### src/rtl/adcmp_map.svh
`ifndef ADCMP_MAP_SVH
`define ADCMP_MAP_SVH
// configuration word reset value and field positions
`define ADCMP_CFG_RESET 32'h000003FF
`define ADCMP_BIT_PAIR_EN_HI 31
`define ADCMP_BIT_PAIR_EN_LO 29
`define ADCMP_BIT_INTERLEAVE 23
`define ADCMP_BIT_AUTO_DOZE 22
`define ADCMP_BIT_BUSY_INT 21
`define ADCMP_BIT_BUSY_POL 20
`define ADCMP_BIT_READ_CFG 17
`define ADCMP_BIT_FULL_UPD 16
`define ADCMP_BIT_PD_HI 15
`define ADCMP_BIT_PD_LO 13
`define ADCMP_BIT_EXT_CCLK 11
// hardware-mode mask: C[22:18], C[15:13], C[9:0]
`define ADCMP_HW_MASK 32'h007CE3FF
// reserved bits C19 and C12
`define ADCMP_RSVD_MASK 32'h00081000
// pins whose idle level is high: sleep request, chip select, strobe, frame sync, sclk
`define ADCMP_SYNC_IDLE 37'h008C000300
`define ADCMP_TOP_MASK 32'hFF000000
// serial frame and timing
`define ADCMP_FRAME_BITS 6'h20
`define ADCMP_RESULT_BITS 6'h20
`define ADCMP_WAKE_CCLKS 5'h06
`define ADCMP_CONV_CCLKS 5'h12
`define ADCMP_SETTLE_MS 10
`define ADCMP_CLK_HZ 40000000
`endif

### src/rtl/adcmp_pkg.sv
package adcmp_pkg;
  // pin-level controls grouped together
  typedef struct packed {
    logic control_source_select;
    logic sleep_request_n;
    logic chain_enable;
    logic serial_mode;
    logic byte_mode;
  } adcmp_pins_t;
  // power state: per-pair down bits, shared doze, standby and ready
  typedef struct packed {
    logic [2:0] powerdown;
    logic [2:0] partial_down;
    logic dozing;
    logic standby;
    logic ready;
  } adcmp_power_t;
  typedef enum logic [1:0] {
    ADCMP_IDLE = 2'b00,
    ADCMP_WAKE = 2'b01,
    ADCMP_CONV = 2'b10
  } adcmp_conv_state_t;
endpackage

### src/rtl/adcmp_sync.sv
`timescale 1ns/1ps
`default_nettype none
// two-flop synchroniser for a bundle of pin levels
module adcmp_sync #(
  parameter int WIDTH = 1
) (
  input wire logic mclk,
  input wire logic srst,
  input wire logic [WIDTH-1:0] async_in,
  output logic [WIDTH-1:0] sync_out
);
  logic [WIDTH-1:0] meta;
  // first stage feeds only the second
  always_ff @(posedge mclk) begin
    if (srst) begin
      meta <= '0;
      sync_out <= '0;
    end else begin
      meta <= async_in;
      sync_out <= meta;
    end
  end
endmodule
`default_nettype wire

### src/rtl/adcmp_serial.sv
`timescale 1ns/1ps
`default_nettype none
`include "adcmp_map.svh"
// serial frame engine: samples input on falling sclk, shifts out on rising sclk
module adcmp_serial
  import adcmp_pkg::*;
(
  input wire logic mclk,
  input wire logic srst,
  input wire logic frame_active,
  input wire logic sclk_rise,
  input wire logic sclk_fall,
  input wire logic frame_start,
  input wire logic serial_in,
  input wire logic [2:0] chain_in,
  input wire logic chain_enable,
  input wire logic [95:0] load_data,
  output logic [2:0] serial_result_out,
  output logic [31:0] rx_word,
  output logic rx_done
);
  logic [31:0] rx_shift;
  logic [5:0] rx_count;
  logic [95:0] tx_shift;
  wire [31:0] next_rx_shift = {rx_shift[30:0], serial_in};
  wire rx_last = (rx_count == `ADCMP_FRAME_BITS - 6'h01);
  // capture on falling edge; word complete on the 32nd falling edge
  always_ff @(posedge mclk) begin
    if (srst || frame_start) begin
      rx_shift <= '0;
      rx_count <= '0;
      rx_done <= 1'b0;
      rx_word <= '0;
    end else begin
      rx_done <= 1'b0;
      if (frame_active && sclk_fall && rx_count != `ADCMP_FRAME_BITS) begin
        rx_shift <= next_rx_shift;
        rx_count <= rx_count + 6'h01;
        if (rx_last) begin
          rx_word <= next_rx_shift;
          rx_done <= 1'b1;
        end
      end
    end
  end
  // msb first; in chain mode upstream data fills behind own result
  genvar g;
  generate
    for (g = 0; g < 3; g++) begin : g_lane
      wire fill = chain_enable ? chain_in[g] : 1'b0;
      always_ff @(posedge mclk) begin
        if (srst) begin
          tx_shift[g*32 +: 32] <= '0;
        end else if (frame_start) begin
          tx_shift[g*32 +: 32] <= load_data[g*32 +: 32];
        end else if (frame_active && sclk_rise) begin
          tx_shift[g*32 +: 32] <= {tx_shift[g*32 +: 31], fill};
        end
      end
      assign serial_result_out[g] = tx_shift[g*32 + 31];
    end
  endgenerate
endmodule
`default_nettype wire

### src/rtl/adcmp_ctrl.sv
// Operation
// - hardware mode: pins rule, plus C[22:18], C[15:13], C[9:0] from register
// - software mode: whole configuration word applies; standby, serial, byte and chain selects stay on pins
// - parallel update: two word writes or four byte writes, chip select low
// - single upper-lane write changes only C[31:24]
// - word mode: first write sets C[31:24], holds C[23:16] for second
// - chain mode uses three data pins as chain inputs for pairs A-C
// - sequential mode only with software mode, external clock, interleave bit
// - sequential mode: one conversion-clock busy pulse, polarity from C20
// - reset aborts conversion, restores word to 0x000003FF, sample mode
// - standby keeps word and interface; host waits 10 ms after wake
// - pair power-down bit switches pair off; 10 ms settle after clear
// - pair power-down only in software mode, released back in hardware mode
// - trigger low while busy puts pair in partial power-down until reset
// - auto-doze: sleep after conversion, wake on trigger, convert six later
// - word writable only in software mode, kept in hardware mode
// - new word takes effect at write strobe rise or 32nd falling sclk
// - serial input sampled on falling edge, output changes on rising edge
// - serial full update bit low limits update to C[31:24]
`timescale 1ns/1ps
`default_nettype none
`include "adcmp_map.svh"
module adcmp_ctrl
  import adcmp_pkg::*;
#(
  parameter int SETTLE_CYCLES = `ADCMP_SETTLE_MS * (`ADCMP_CLK_HZ / 1000)
) (
  input wire logic mclk,
  input wire logic srst,
  input wire logic reset_pin,
  input wire adcmp_pins_t pins,
  input wire logic chip_select_n,
  input wire logic write_strobe_n,
  input wire logic [15:0] parallel_data_bus,
  input wire logic frame_sync_n,
  input wire logic sclk,
  input wire logic serial_in,
  input wire logic [2:0] chain_in,
  input wire logic conv_clock,
  input wire logic [2:0] pair_convert_trigger,
  input wire logic [95:0] result_data,
  input wire logic [2:0] hw_pin_pd,
  output logic [31:0] configuration_word,
  output logic [31:0] effective_config,
  output adcmp_power_t power,
  output logic [2:0] pair_sampling,
  output logic busy,
  output logic [2:0] serial_result_out
);
  // ****************************************************************
  // pin synchronisation
  // ****************************************************************
  localparam int NSYNC = 37;
  logic [NSYNC-1:0] sync_q;
  // idle-high pins pass inverted, so a freshly reset sync reads idle and no false edge follows
  wire [NSYNC-1:0] sync_in = {hw_pin_pd, reset_pin, pins, chip_select_n, write_strobe_n,
    parallel_data_bus, frame_sync_n, sclk, serial_in, chain_in, conv_clock,
    pair_convert_trigger} ^ `ADCMP_SYNC_IDLE;
  adcmp_sync #(.WIDTH(NSYNC)) u_sync (
    .mclk(mclk),
    .srst(srst),
    .async_in(sync_in),
    .sync_out(sync_q)
  );
  wire [NSYNC-1:0] s_all = sync_q ^ `ADCMP_SYNC_IDLE;
  wire [2:0] s_pd = s_all[36:34];
  wire s_reset = s_all[33];
  adcmp_pins_t s_pins;
  assign s_pins = s_all[32:28];
  wire s_cs_n = s_all[27];
  wire s_wr_n = s_all[26];
  wire [15:0] s_db = s_all[25:10];
  wire s_fs_n = s_all[9];
  wire s_sclk = s_all[8];
  wire s_sdi = s_all[7];
  wire [2:0] s_chain = s_all[6:4];
  wire s_cclk = s_all[3];
  wire [2:0] s_trig = s_all[2:0];
  // ****************************************************************
  // edge detection
  // ****************************************************************
  logic wr_n_d, sclk_d, fs_n_d, cclk_d;
  logic [2:0] trig_d;
  always_ff @(posedge mclk) begin
    if (srst) begin
      wr_n_d <= 1'b1;
      sclk_d <= 1'b1; // sclk parks high between frames
      fs_n_d <= 1'b1;
      cclk_d <= 1'b0;
      trig_d <= '0;
    end else begin
      wr_n_d <= s_wr_n;
      sclk_d <= s_sclk;
      fs_n_d <= s_fs_n;
      cclk_d <= s_cclk;
      trig_d <= s_trig;
    end
  end
  wire wr_rise = s_wr_n && !wr_n_d;
  wire sclk_rise = s_sclk && !sclk_d;
  wire sclk_fall = !s_sclk && sclk_d;
  wire frame_start = !s_fs_n && fs_n_d;
  wire cclk_rise = s_cclk && !cclk_d;
  wire [2:0] trig_rise = s_trig & ~trig_d;
  wire master_reset = srst || s_reset;
  wire sw_mode = s_pins.control_source_select;
  // ****************************************************************
  // parallel configuration writes
  // ****************************************************************
  logic [1:0] wr_index;
  logic [7:0] held_mid;
  logic [15:0] byte_hold;
  wire par_write = sw_mode && !s_pins.serial_mode && !s_cs_n && wr_rise;
  wire [1:0] next_wr_index = wr_index + 2'h1;
  // word mode: write 0 top byte + hold mid; write 1 mid + low half
  always_ff @(posedge mclk) begin
    if (master_reset || s_cs_n) begin
      wr_index <= '0;
      held_mid <= '0;
      byte_hold <= '0;
    end else if (par_write) begin
      wr_index <= s_pins.byte_mode ? next_wr_index : {1'b0, ~wr_index[0]};
      if (!s_pins.byte_mode && wr_index == 2'h0) begin
        held_mid <= s_db[7:0];
      end
      if (s_pins.byte_mode && wr_index == 2'h1) begin
        held_mid <= s_db[15:8];
      end
      if (s_pins.byte_mode && wr_index == 2'h2) begin
        byte_hold[15:8] <= s_db[15:8];
      end
    end
  end
  // ****************************************************************
  // serial engine
  // ****************************************************************
  logic [31:0] rx_word;
  logic rx_done;
  logic frame_active;
  always_ff @(posedge mclk) begin
    if (srst) begin
      frame_active <= 1'b0;
    end else begin
      frame_active <= s_pins.serial_mode && !s_fs_n;
    end
  end
  wire [95:0] tx_load = configuration_word[`ADCMP_BIT_READ_CFG] ?
    {3{configuration_word}} : result_data;
  adcmp_serial u_serial (
    .mclk(mclk),
    .srst(master_reset),
    .frame_active(frame_active),
    .sclk_rise(sclk_rise),
    .sclk_fall(sclk_fall),
    .frame_start(frame_start),
    .serial_in(s_sdi),
    .chain_in(s_chain),
    .chain_enable(s_pins.chain_enable),
    .load_data(tx_load),
    .serial_result_out(serial_result_out),
    .rx_word(rx_word),
    .rx_done(rx_done)
  );
  // ****************************************************************
  // configuration word
  // ****************************************************************
  wire ser_full = rx_word[`ADCMP_BIT_FULL_UPD];
  wire [31:0] ser_word = ser_full ? rx_word :
    ((rx_word & `ADCMP_TOP_MASK) | (configuration_word & ~`ADCMP_TOP_MASK));
  wire ser_write = sw_mode && s_pins.serial_mode && rx_done;
  wire word_second = !s_pins.byte_mode && wr_index == 2'h1;
  wire byte_last = s_pins.byte_mode && wr_index == 2'h3;
  logic [31:0] next_config;
  always_comb begin
    next_config = configuration_word;
    if (ser_write) begin
      next_config = ser_word;
    end else if (par_write) begin
      if (word_second) begin
        next_config = {configuration_word[31:24], held_mid, s_db};
      end else if (byte_last) begin
        next_config = {configuration_word[31:24], held_mid, byte_hold[15:8], s_db[15:8]};
      end else if (wr_index == 2'h0) begin
        next_config[31:24] = s_db[15:8];
      end
    end
  end
  // reserved bits C19 and C12 forced low
  always_ff @(posedge mclk) begin
    if (master_reset) begin
      configuration_word <= `ADCMP_CFG_RESET;
    end else begin
      configuration_word <= next_config & ~`ADCMP_RSVD_MASK;
    end
  end
  // hardware mode: pins rule except the masked fields
  assign effective_config = sw_mode ? configuration_word :
    (configuration_word & `ADCMP_HW_MASK);
  // ****************************************************************
  // power control
  // ****************************************************************
  wire seq_mode = sw_mode && configuration_word[`ADCMP_BIT_EXT_CCLK] &&
    configuration_word[`ADCMP_BIT_INTERLEAVE];
  wire [2:0] pd_bits = sw_mode ?
    configuration_word[`ADCMP_BIT_PD_HI:`ADCMP_BIT_PD_LO] : 3'h0;
  assign power.powerdown = pd_bits | (sw_mode ? 3'h0 : s_pd);
  assign power.standby = !s_pins.sleep_request_n;
  logic [31:0] settle_cnt;
  logic [2:0] pd_prev;
  wire wake_event = (pd_prev & ~pd_bits) != 3'h0;
  // settle timer after standby release or pair power-up
  always_ff @(posedge mclk) begin
    if (master_reset) begin
      settle_cnt <= '0;
      pd_prev <= '0;
    end else begin
      pd_prev <= pd_bits;
      if (power.standby || wake_event) begin
        settle_cnt <= 32'(SETTLE_CYCLES);
      end else if (settle_cnt != 32'h0) begin
        settle_cnt <= settle_cnt - 32'h1;
      end
    end
  end
  assign power.ready = (settle_cnt == 32'h0) && !power.standby;
  // ****************************************************************
  // conversion sequencing on conversion clock edges
  // ****************************************************************
  adcmp_conv_state_t state [3];
  logic [4:0] cnt [3];
  logic [2:0] eoc;
  logic [2:0] partial;
  logic dozing;
  wire busy_pol = effective_config[`ADCMP_BIT_BUSY_POL];
  genvar p;
  generate
    for (p = 0; p < 3; p++) begin : g_pair
      wire start = trig_rise[p] && !power.powerdown[p] && !partial[p] && !power.standby;
      always_ff @(posedge mclk) begin
        if (master_reset) begin
          state[p] <= ADCMP_IDLE;
          cnt[p] <= '0;
          eoc[p] <= 1'b0;
          partial[p] <= 1'b0;
        end else begin
          eoc[p] <= 1'b0;
          unique case (state[p])
            ADCMP_IDLE: begin
              if (start) begin
                state[p] <= ADCMP_WAKE;
                cnt[p] <= `ADCMP_WAKE_CCLKS;
              end
            end
            ADCMP_WAKE: begin
              if (cclk_rise) begin
                cnt[p] <= cnt[p] - 5'h01;
                if (cnt[p] == 5'h01) begin
                  state[p] <= ADCMP_CONV;
                  cnt[p] <= `ADCMP_CONV_CCLKS;
                end
              end
            end
            ADCMP_CONV: begin
              // busy is up for this state except during the sequential-mode end pulse; the pin level may be inverted by C20
              if (!s_trig[p]) begin
                partial[p] <= 1'b1;
              end
              if (cclk_rise) begin
                cnt[p] <= cnt[p] - 5'h01;
                if (cnt[p] == 5'h01) begin
                  state[p] <= ADCMP_IDLE;
                  eoc[p] <= 1'b1;
                end
              end
            end
            default: state[p] <= ADCMP_IDLE;
          endcase
        end
      end
      assign pair_sampling[p] = (state[p] != ADCMP_CONV);
    end
  endgenerate
  wire [2:0] converting = {state[2] == ADCMP_CONV, state[1] == ADCMP_CONV,
                           state[0] == ADCMP_CONV};
  // sequential mode pulse: one conversion clock wide when others still run
  logic seq_pulse;
  always_ff @(posedge mclk) begin
    if (master_reset) begin
      seq_pulse <= 1'b0;
      dozing <= 1'b0;
    end else begin
      if (seq_mode && eoc != 3'h0 && (converting & ~eoc) != 3'h0) begin
        seq_pulse <= 1'b1;
      end else if (cclk_rise) begin
        seq_pulse <= 1'b0;
      end
      if (eoc != 3'h0 && effective_config[`ADCMP_BIT_AUTO_DOZE]) begin
        dozing <= 1'b1;
      end else if (trig_rise != 3'h0) begin
        dozing <= 1'b0;
      end
    end
  end
  wire busy_raw = seq_mode ? ((converting != 3'h0) && !seq_pulse) : (converting != 3'h0);
  always_ff @(posedge mclk) begin
    if (master_reset) begin
      busy <= 1'b0;
    end else begin
      busy <= busy_raw ^ busy_pol;
    end
  end
  assign power.partial_down = partial;
  assign power.dozing = dozing;
endmodule
`default_nettype wire

### config.mk
export PLATFORM = sky130hd
export DESIGN_NAME = adcmp_ctrl
export DESIGN_NICKNAME = d
export VERILOG_FILES = /design/src/rtl/adcmp_pkg.sv /design/src/rtl/adcmp_sync.sv /design/src/rtl/adcmp_serial.sv /design/src/rtl/adcmp_ctrl.sv
export VERILOG_INCLUDE_DIRS = /design/src /design/src/rtl
export SDC_FILE = /design/constraint.sdc
export NUM_CORES = 1
export LEC_CHECK = 0
export BUFFER_PORTS_ARGS = -buffer_cell sky130_fd_sc_hd__buf_2
export CAP_MARGIN = 20
export CORE_MARGIN = 2
export CORE_UTILIZATION = 30
export CTS_CLUSTER_DIAMETER = 60
export CTS_CLUSTER_SIZE = 30
export DETAILED_ROUTE_END_ITERATION = 8
export PLACE_DENSITY = 0.46
export REMOVE_ABC_BUFFERS = 1
export SETUP_SLACK_MARGIN = 0.1
export SYNTH_ARGS = -nofsm -noshare
export SYNTH_HDL_FRONTEND = slang
export SYNTH_HIERARCHICAL = 1
export SYNTH_SLANG_ARGS = --single-unit
### constraint.sdc
create_clock -name mclk -period 7.65 [get_ports mclk]
set_clock_uncertainty 0.15 [all_clocks]
set_input_delay 1.1475 -clock mclk [delete_from_list [all_inputs] [get_ports mclk]]
set_output_delay 1.1475 -clock mclk [all_outputs]
set_load 0.02 [all_outputs]
==> flow_summary_export.csv, run 1 <==
group,metric,value,unit
outcome,status,"finished, final reports clean",
global_route,gr-max-usage-layer,"met2",
sta,drv_slew,0,
yosys,synthCells,1876,
sta,tns,0,ps
floorplan,ios,215,
clock_network,worstSkewPairLatency,550,ps
floorplan,die_width,237,um
sta,whs,242,ps
setup_path,cp.required,6350,ps
global_route,use_met1,0.232,
clock_network,cts_hold_buf,0,
floorplan,start_util,0.302,
sta,worst_pin_slew,995,ps
sta,hold_viol_final,0,
sta,slew_headroom,0.334,
finish,antenna_cells,0,
clock_network,cts-resized-gates,0,
floorplan,fp.dieH,237,um
finish,drive_above_1_share,0.167,
setup_path,cp.arrival,2580,ps
global_route,gr-usage-met3,0.0255,
clock_network,clockBufferDepth,3,
power_and_ir_drop,leakage,7.88,nW
clock_network,htree_levels,2,
setup_path,crit_fanout,10,
placed_design,globalplace.congestion,0.777,
routing,routed_wl,46700,um
sta,grt_setup_unrepaired,"false",
routing,num_vias,13200,
global_route,grt_use_met2,0.253,
clock_network,cts_setup_buffers,0,
routing,drt_iter0_markers,836,
routing,viasPerCell,4.85,
global_route,antenna_found_initial,1,
global_route,grt_max_degree,126,
global_route,grt_pass1_wl,72300,um
setup_path,critical_path.endpoint_type,"output port",
yosys,synth_area,0.0162,mm^2
floorplan,die-area,0.0560,mm^2
clock_network,tritoncts,"done",
floorplan,row_count,85,
clock_network,clock_sinks,357,
routing,dr.pass1.iters,5,
clock_network,path_clk_slew,60,ps
yosys,ys_warn_count,6,
sta,finalSetupViolCount,0,
clock_network,clockRootBuffer,"clkbuf_16",
finish,area_growth,16.2,%
sta,fin_crit_sh,0.507,
power_and_ir_drop,power_density,264,mW/mm^2
sta,max_freq,0.258,GHz
setup_path,critPathKind,"flip-flop to output port",
routing,postRouteAntennaNets,0,
clock_network,cts_made_buffers,36,
routing,drcViolationCount,0,
sta,period_needed,3880,ps
power_and_ir_drop,peakVddDrop,0.133,mV
placed_design,dp_hpwl,31400,um
job,drv_cap,0,
global_route,grtUsageTotal,0.163,
global_route,grt_pass1_vias,12500,
yosys,avgSynthCellArea,8.65,um^2
routing,wl_per_cell,17.2,um
worst_hold_path,min_path_type,"flip-flop to flip-flop",
setup_path,critical_path.startpoint_type,"flip-flop",
global_route,grt_overflow,0,
finish,nets,2141,
floorplan,core_area,0.0537,mm^2
placed_design,port_buffers,210,
-- layer usage --
metal	wire length, um	vias to the layer above
met5	0	-
met4	1140	0
met3	1630	56
met2	20700	224
met1	23300	6197
li1	-	6691
-- state kept, by name, summed over array words and instances, names as in the netlist, 15 cells and up --
name	count
u_serial/tx_shift	93
u_sync/meta	37
u_sync/sync_out	37
settle_cnt	32
u_serial/rx_shift	31
configuration_word	30
u_serial/rx_word	30
cnt	15
-- placed cells by master, fill, tap and decap left out, types with 5 or more instances in the layout --
cell type  instances
o21a_1             5
and2_1            14
or2_2             10
nor4_2             5
nand2b_1          15
mux2i_1           71
nand2_1          187
o31ai_1           11
a211oi_1          96
o21ai_0          113
a22oi_1           19
buf_4             17
dfxtp_1          334
a31oi_1           12
nor4b_1            5
and3_1            99
nor3_1           104
a311oi_1           7
nor2b_1          181
mux2_2            10
xnor2_1           10
or3_1             17
inv_1            112
nand3_1           41
a21oi_1           53
ha_1              14
xor2_1             5
buf_2            210
or4_1             21
clkbuf_16         37
nor2_1            61
edfxtp_1          21
clkinv_2           7
bufinv_16          5
nor4_1             8
-- worst paths after layout --
path	startpoint	endpoint	slack, ps	cells past startpoint
setup reg to reg	u_sync/sync_out[33]$_SDFF_PP0_	u_serial/rx_shift[8]$_SDFFE_PP0P_	4300	7
hold reg to reg	u_sync/sync_out[26]$_SDFF_PP0_	wr_n_d$_SDFF_PP1_	240	1
setup / recovery	settle_cnt[0]$_SDFFE_PP0P_	power[0]	3770	6
hold / removal	u_sync/sync_out[26]$_SDFF_PP0_	wr_n_d$_SDFF_PP1_	240	1
-- area by class of cell --
cell class,instances,area [um^2]
clock inverters,22,285
inverters,113,427
clock buffers,42,975
flip-flops and latches,357,7360
well taps,696,871
multi-input cells,1255,7700
repair buffers,229,1230
fillers,5573,34900
-- worst max-delay path, stage by stage, from the launching register on --
cell and delay [ps]:
dfxtp_1 330, inv_1 120, ha_1 150, nor4b_1 370
nand4_2 400, nor4_1 440, buf_2 230
-- through the flow --
stage / worst slack (ps) / instance area, um^2 / util / total power [mW] / cells
4_1_cts: 3700 / 18800 / 0.351 / 5.05 / 2713
3_3_place_gp: 3510 / 17500 / 0.326 / 3.09 / 2647
2_1_floorplan: 493 / 15400 / - / 2.85 / 1725
5_1_grt: 3550 / 18900 / 0.351 / 5.24 / 2714
6_report: 3770 / 18900 / 0.351 / 4.97 / 2714
3_5_place_dp: 3340 / 17600 / 0.327 / 3.11 / 2649
-- report_power, final --
part / leakage [nW] / internal, mW / total, mW / switching [mW]
clock network: 0.620 / 1.10 / 1.90 / 0.802
logic: 4.30 / 0.375 / 0.957 / 0.582
registers: 2.96 / 2.00 / 2.11 / 0.116
Power figures use the tool's default switching activity.
==> run 2: changes to the inputs <==
- clock period: 7.65 -> 3.6 ns (I/O delays scaled with it)
==> run 2 against run 1 <==
Power rose by 110%; non-clock buffer count rose by 8; cell area barely moved; critical path depth did not move.
==> flow_summary_export.csv, run 2 (same netlist as run 1, synthesis figures left out) <==
group,metric,value,unit
outcome,status,"finished, final reports clean",
global_route,use_met1,0.232,
finish,area_growth,16.2,%
clock_network,worstSkewPairLatency,550,ps
setup_path,cp.required,2910,ps
setup_path,critical_path.endpoint_type,"output port",
job,drv_cap,0,
power_and_ir_drop,peakVddDrop,0.332,mV
clock_network,clockBufferDepth,3,
sta,period_needed,3170,ps
sta,drv_slew,0,
power_and_ir_drop,comb_power_share,0.197,
setup_path,r2r-end,"settle_cnt[9]$_SDFFE_PN0P_",
floorplan,fp.dieH,237,um
setup_path,ff2ff_path_depth,7,
sta,max_freq,0.315,GHz
worst_hold_path,worst_hold_path.endpoint,"u_sync/meta[13]$_SDFF_PP0_",
setup_path,r2r_slack,850,ps
sta,tns,0,ps
floorplan,ios,215,
floorplan,start_util,0.302,
sta,whs,43.8,ps
setup_path,cp.arrival,2480,ps
global_route,grt_pass1_vias,12700,
clock_network,clockRootBuffer,"clkbuf_16",
placed_design,dp_cells,2657,
finish,final_cell_mix,"dfxtp_1 (334), buf_2 (210), nand2_1 (187)",
finish,largest_register_ffs,93,
sta,layout_setup_ws,429,ps
floorplan,die-area,0.0560,mm^2
finish,reg_top3,"u_serial/tx_shift (93), u_sync/meta (37), u_sync/sync_out (37)",
placed_design,port_buffers,210,
global_route,gr-usage-met3,0.0235,
power_and_ir_drop,power_density,553,mW/mm^2
finish,fin_area,0.0189,mm^2
finish,regMostFlops,"u_serial/tx_shift",
global_route,gr-max-usage-layer,"met2",
floorplan,die_width,237,um
worst_hold_path,min_from,"parallel_data_bus[3]",
global_route,antenna_found_initial,1,
setup_path,critPathKind,"flip-flop to output port",
power_and_ir_drop,p_sw,3.25,mW
finish,post-route-util,0.351,
clock_network,htree_levels,2,
power_and_ir_drop,switching_share,0.311,
power_and_ir_drop,power,10.4,mW
finish,stdcell_count,2722,
worst_hold_path,worstHoldPathCells,2,
power_and_ir_drop,clockPowerShare,0.373,
global_route,grt_max_degree,97,
routing,drcViolationCount,0,
power_and_ir_drop,leakage,7.89,nW
routing,dr.pass1.iters,5,
routing,routed_wl,46800,um
clock_network,cts_hold_buf,0,
sta,finalSetupViolCount,0,
global_route,grtUsageTotal,0.164,
setup_path,reg2reg_from,"settle_cnt[0]$_SDFFE_PP0P_",
floorplan,row_count,85,
sta,slew_headroom,0.401,
finish,layout.cells.most_common,"dfxtp_1",
routing,postRouteAntennaNets,0,
global_route,grt_pass1_wl,73100,um
clock_network,cts_setup_buffers,0,
clock_network,cts_made_buffers,36,
placed_design,globalplace.congestion,0.775,
power_and_ir_drop,p_seq_frac,0.430,
sta,hold_viol_final,0,
setup_path,critical_path.startpoint_type,"flip-flop",
global_route,grt_use_met2,0.254,
sta,fin_crit_sh,0.881,
routing,viasPerCell,4.88,
routing,drt_iter0_markers,1039,
placed_design,placed_area,0.0176,mm^2
worst_hold_path,min_path_type,"input port to flip-flop",
finish,nets,2149,
sta,grt_setup_unrepaired,"false",
sta,worst_pin_slew,899,ps
finish,drive_above_1_share,0.171,
placed_design,dpl_worst_slack,661,ps
clock_network,path_clk_slew,80,ps
clock_network,clock_sinks,357,
global_route,grt_overflow,0,
routing,num_vias,13300,
setup_path,crit_fanout,10,
finish,n_fill_cell,5538,
power_and_ir_drop,intPower,7.19,mW
clock_network,tritoncts,"done",
routing,wl_per_cell,17.2,um
placed_design,dp_hpwl,31400,um
floorplan,core_area,0.0537,mm^2
clock_network,cts-resized-gates,0,
finish,antenna_cells,0,
-- run 2: cell count changes in the layout (fill, tap and decap cells not counted), moves of 2 or more --
cell        delta
buf_4          +7
inv_8          +2
bufinv_16      -3
clkinv_8       -2
inv_6          +2
buf_12         +2
clkinvlp_4     +2
-- run 2: area by class of cell --
cell class | instances | area, um^2 | share of cell area
inverter | 113 | 427 | 0.0226
clock buffer | 42 | 975 | 0.0517
clock inverter | 22 | 226 | 0.0120
sequential | 357 | 7360 | 0.390
multi-input combinational | 1255 | 7700 | 0.408
tap | 696 | 871 | 0.0462
timing repair buffer | 237 | 1300 | 0.0689
-- run 2: worst max path at each step --
stage,startpoint,end,slack (ps),cells after the start
detailed placement,srst,u_serial/tx_shift[50]$_SDFFE_PP0P_,660,6
finish,settle_cnt[0]$_SDFFE_PP0P_,power[0],430,6
global route,settle_cnt[0]$_SDFFE_PP0P_,power[0],300,6
global placement,srst,configuration_word[9]$_SDFFE_PN1P_,700,7
floorplan,srst,u_serial/rx_shift[1]$_SDFFE_PP0P_,-2950,5
CTS,settle_cnt[0]$_SDFFE_PP0P_,power[0],380,6
-- run 2: worst max-delay path, stage by stage (launching register included) --
cell     delay, ps
dfxtp_1        330
inv_1          120
ha_1           150
nor4b_1        310
nand4_2        390
nor4_1         410
buf_2          230
-- run 2: metal layers --
metal / vias up / routed length (um) / part of all wire
met5: - / 0 / 0
met4: 0 / 1270 / 0.027
met3: 59 / 1810 / 0.039
met2: 268 / 20900 / 0.45
met1: 6252 / 22700 / 0.49
li1: 6706 / - / -
-- run 2: power groups by stage --
stage	Combinational, mW	Clock, mW	Sequential (mW)
after detailed placement	2.05	0	4.57
after CTS	2.06	4.04	4.48
after global routing	2.30	4.20	4.53
after floorplan	1.55	0	4.52
after global placement	2.02	0	4.57
final	2.05	3.90	4.49
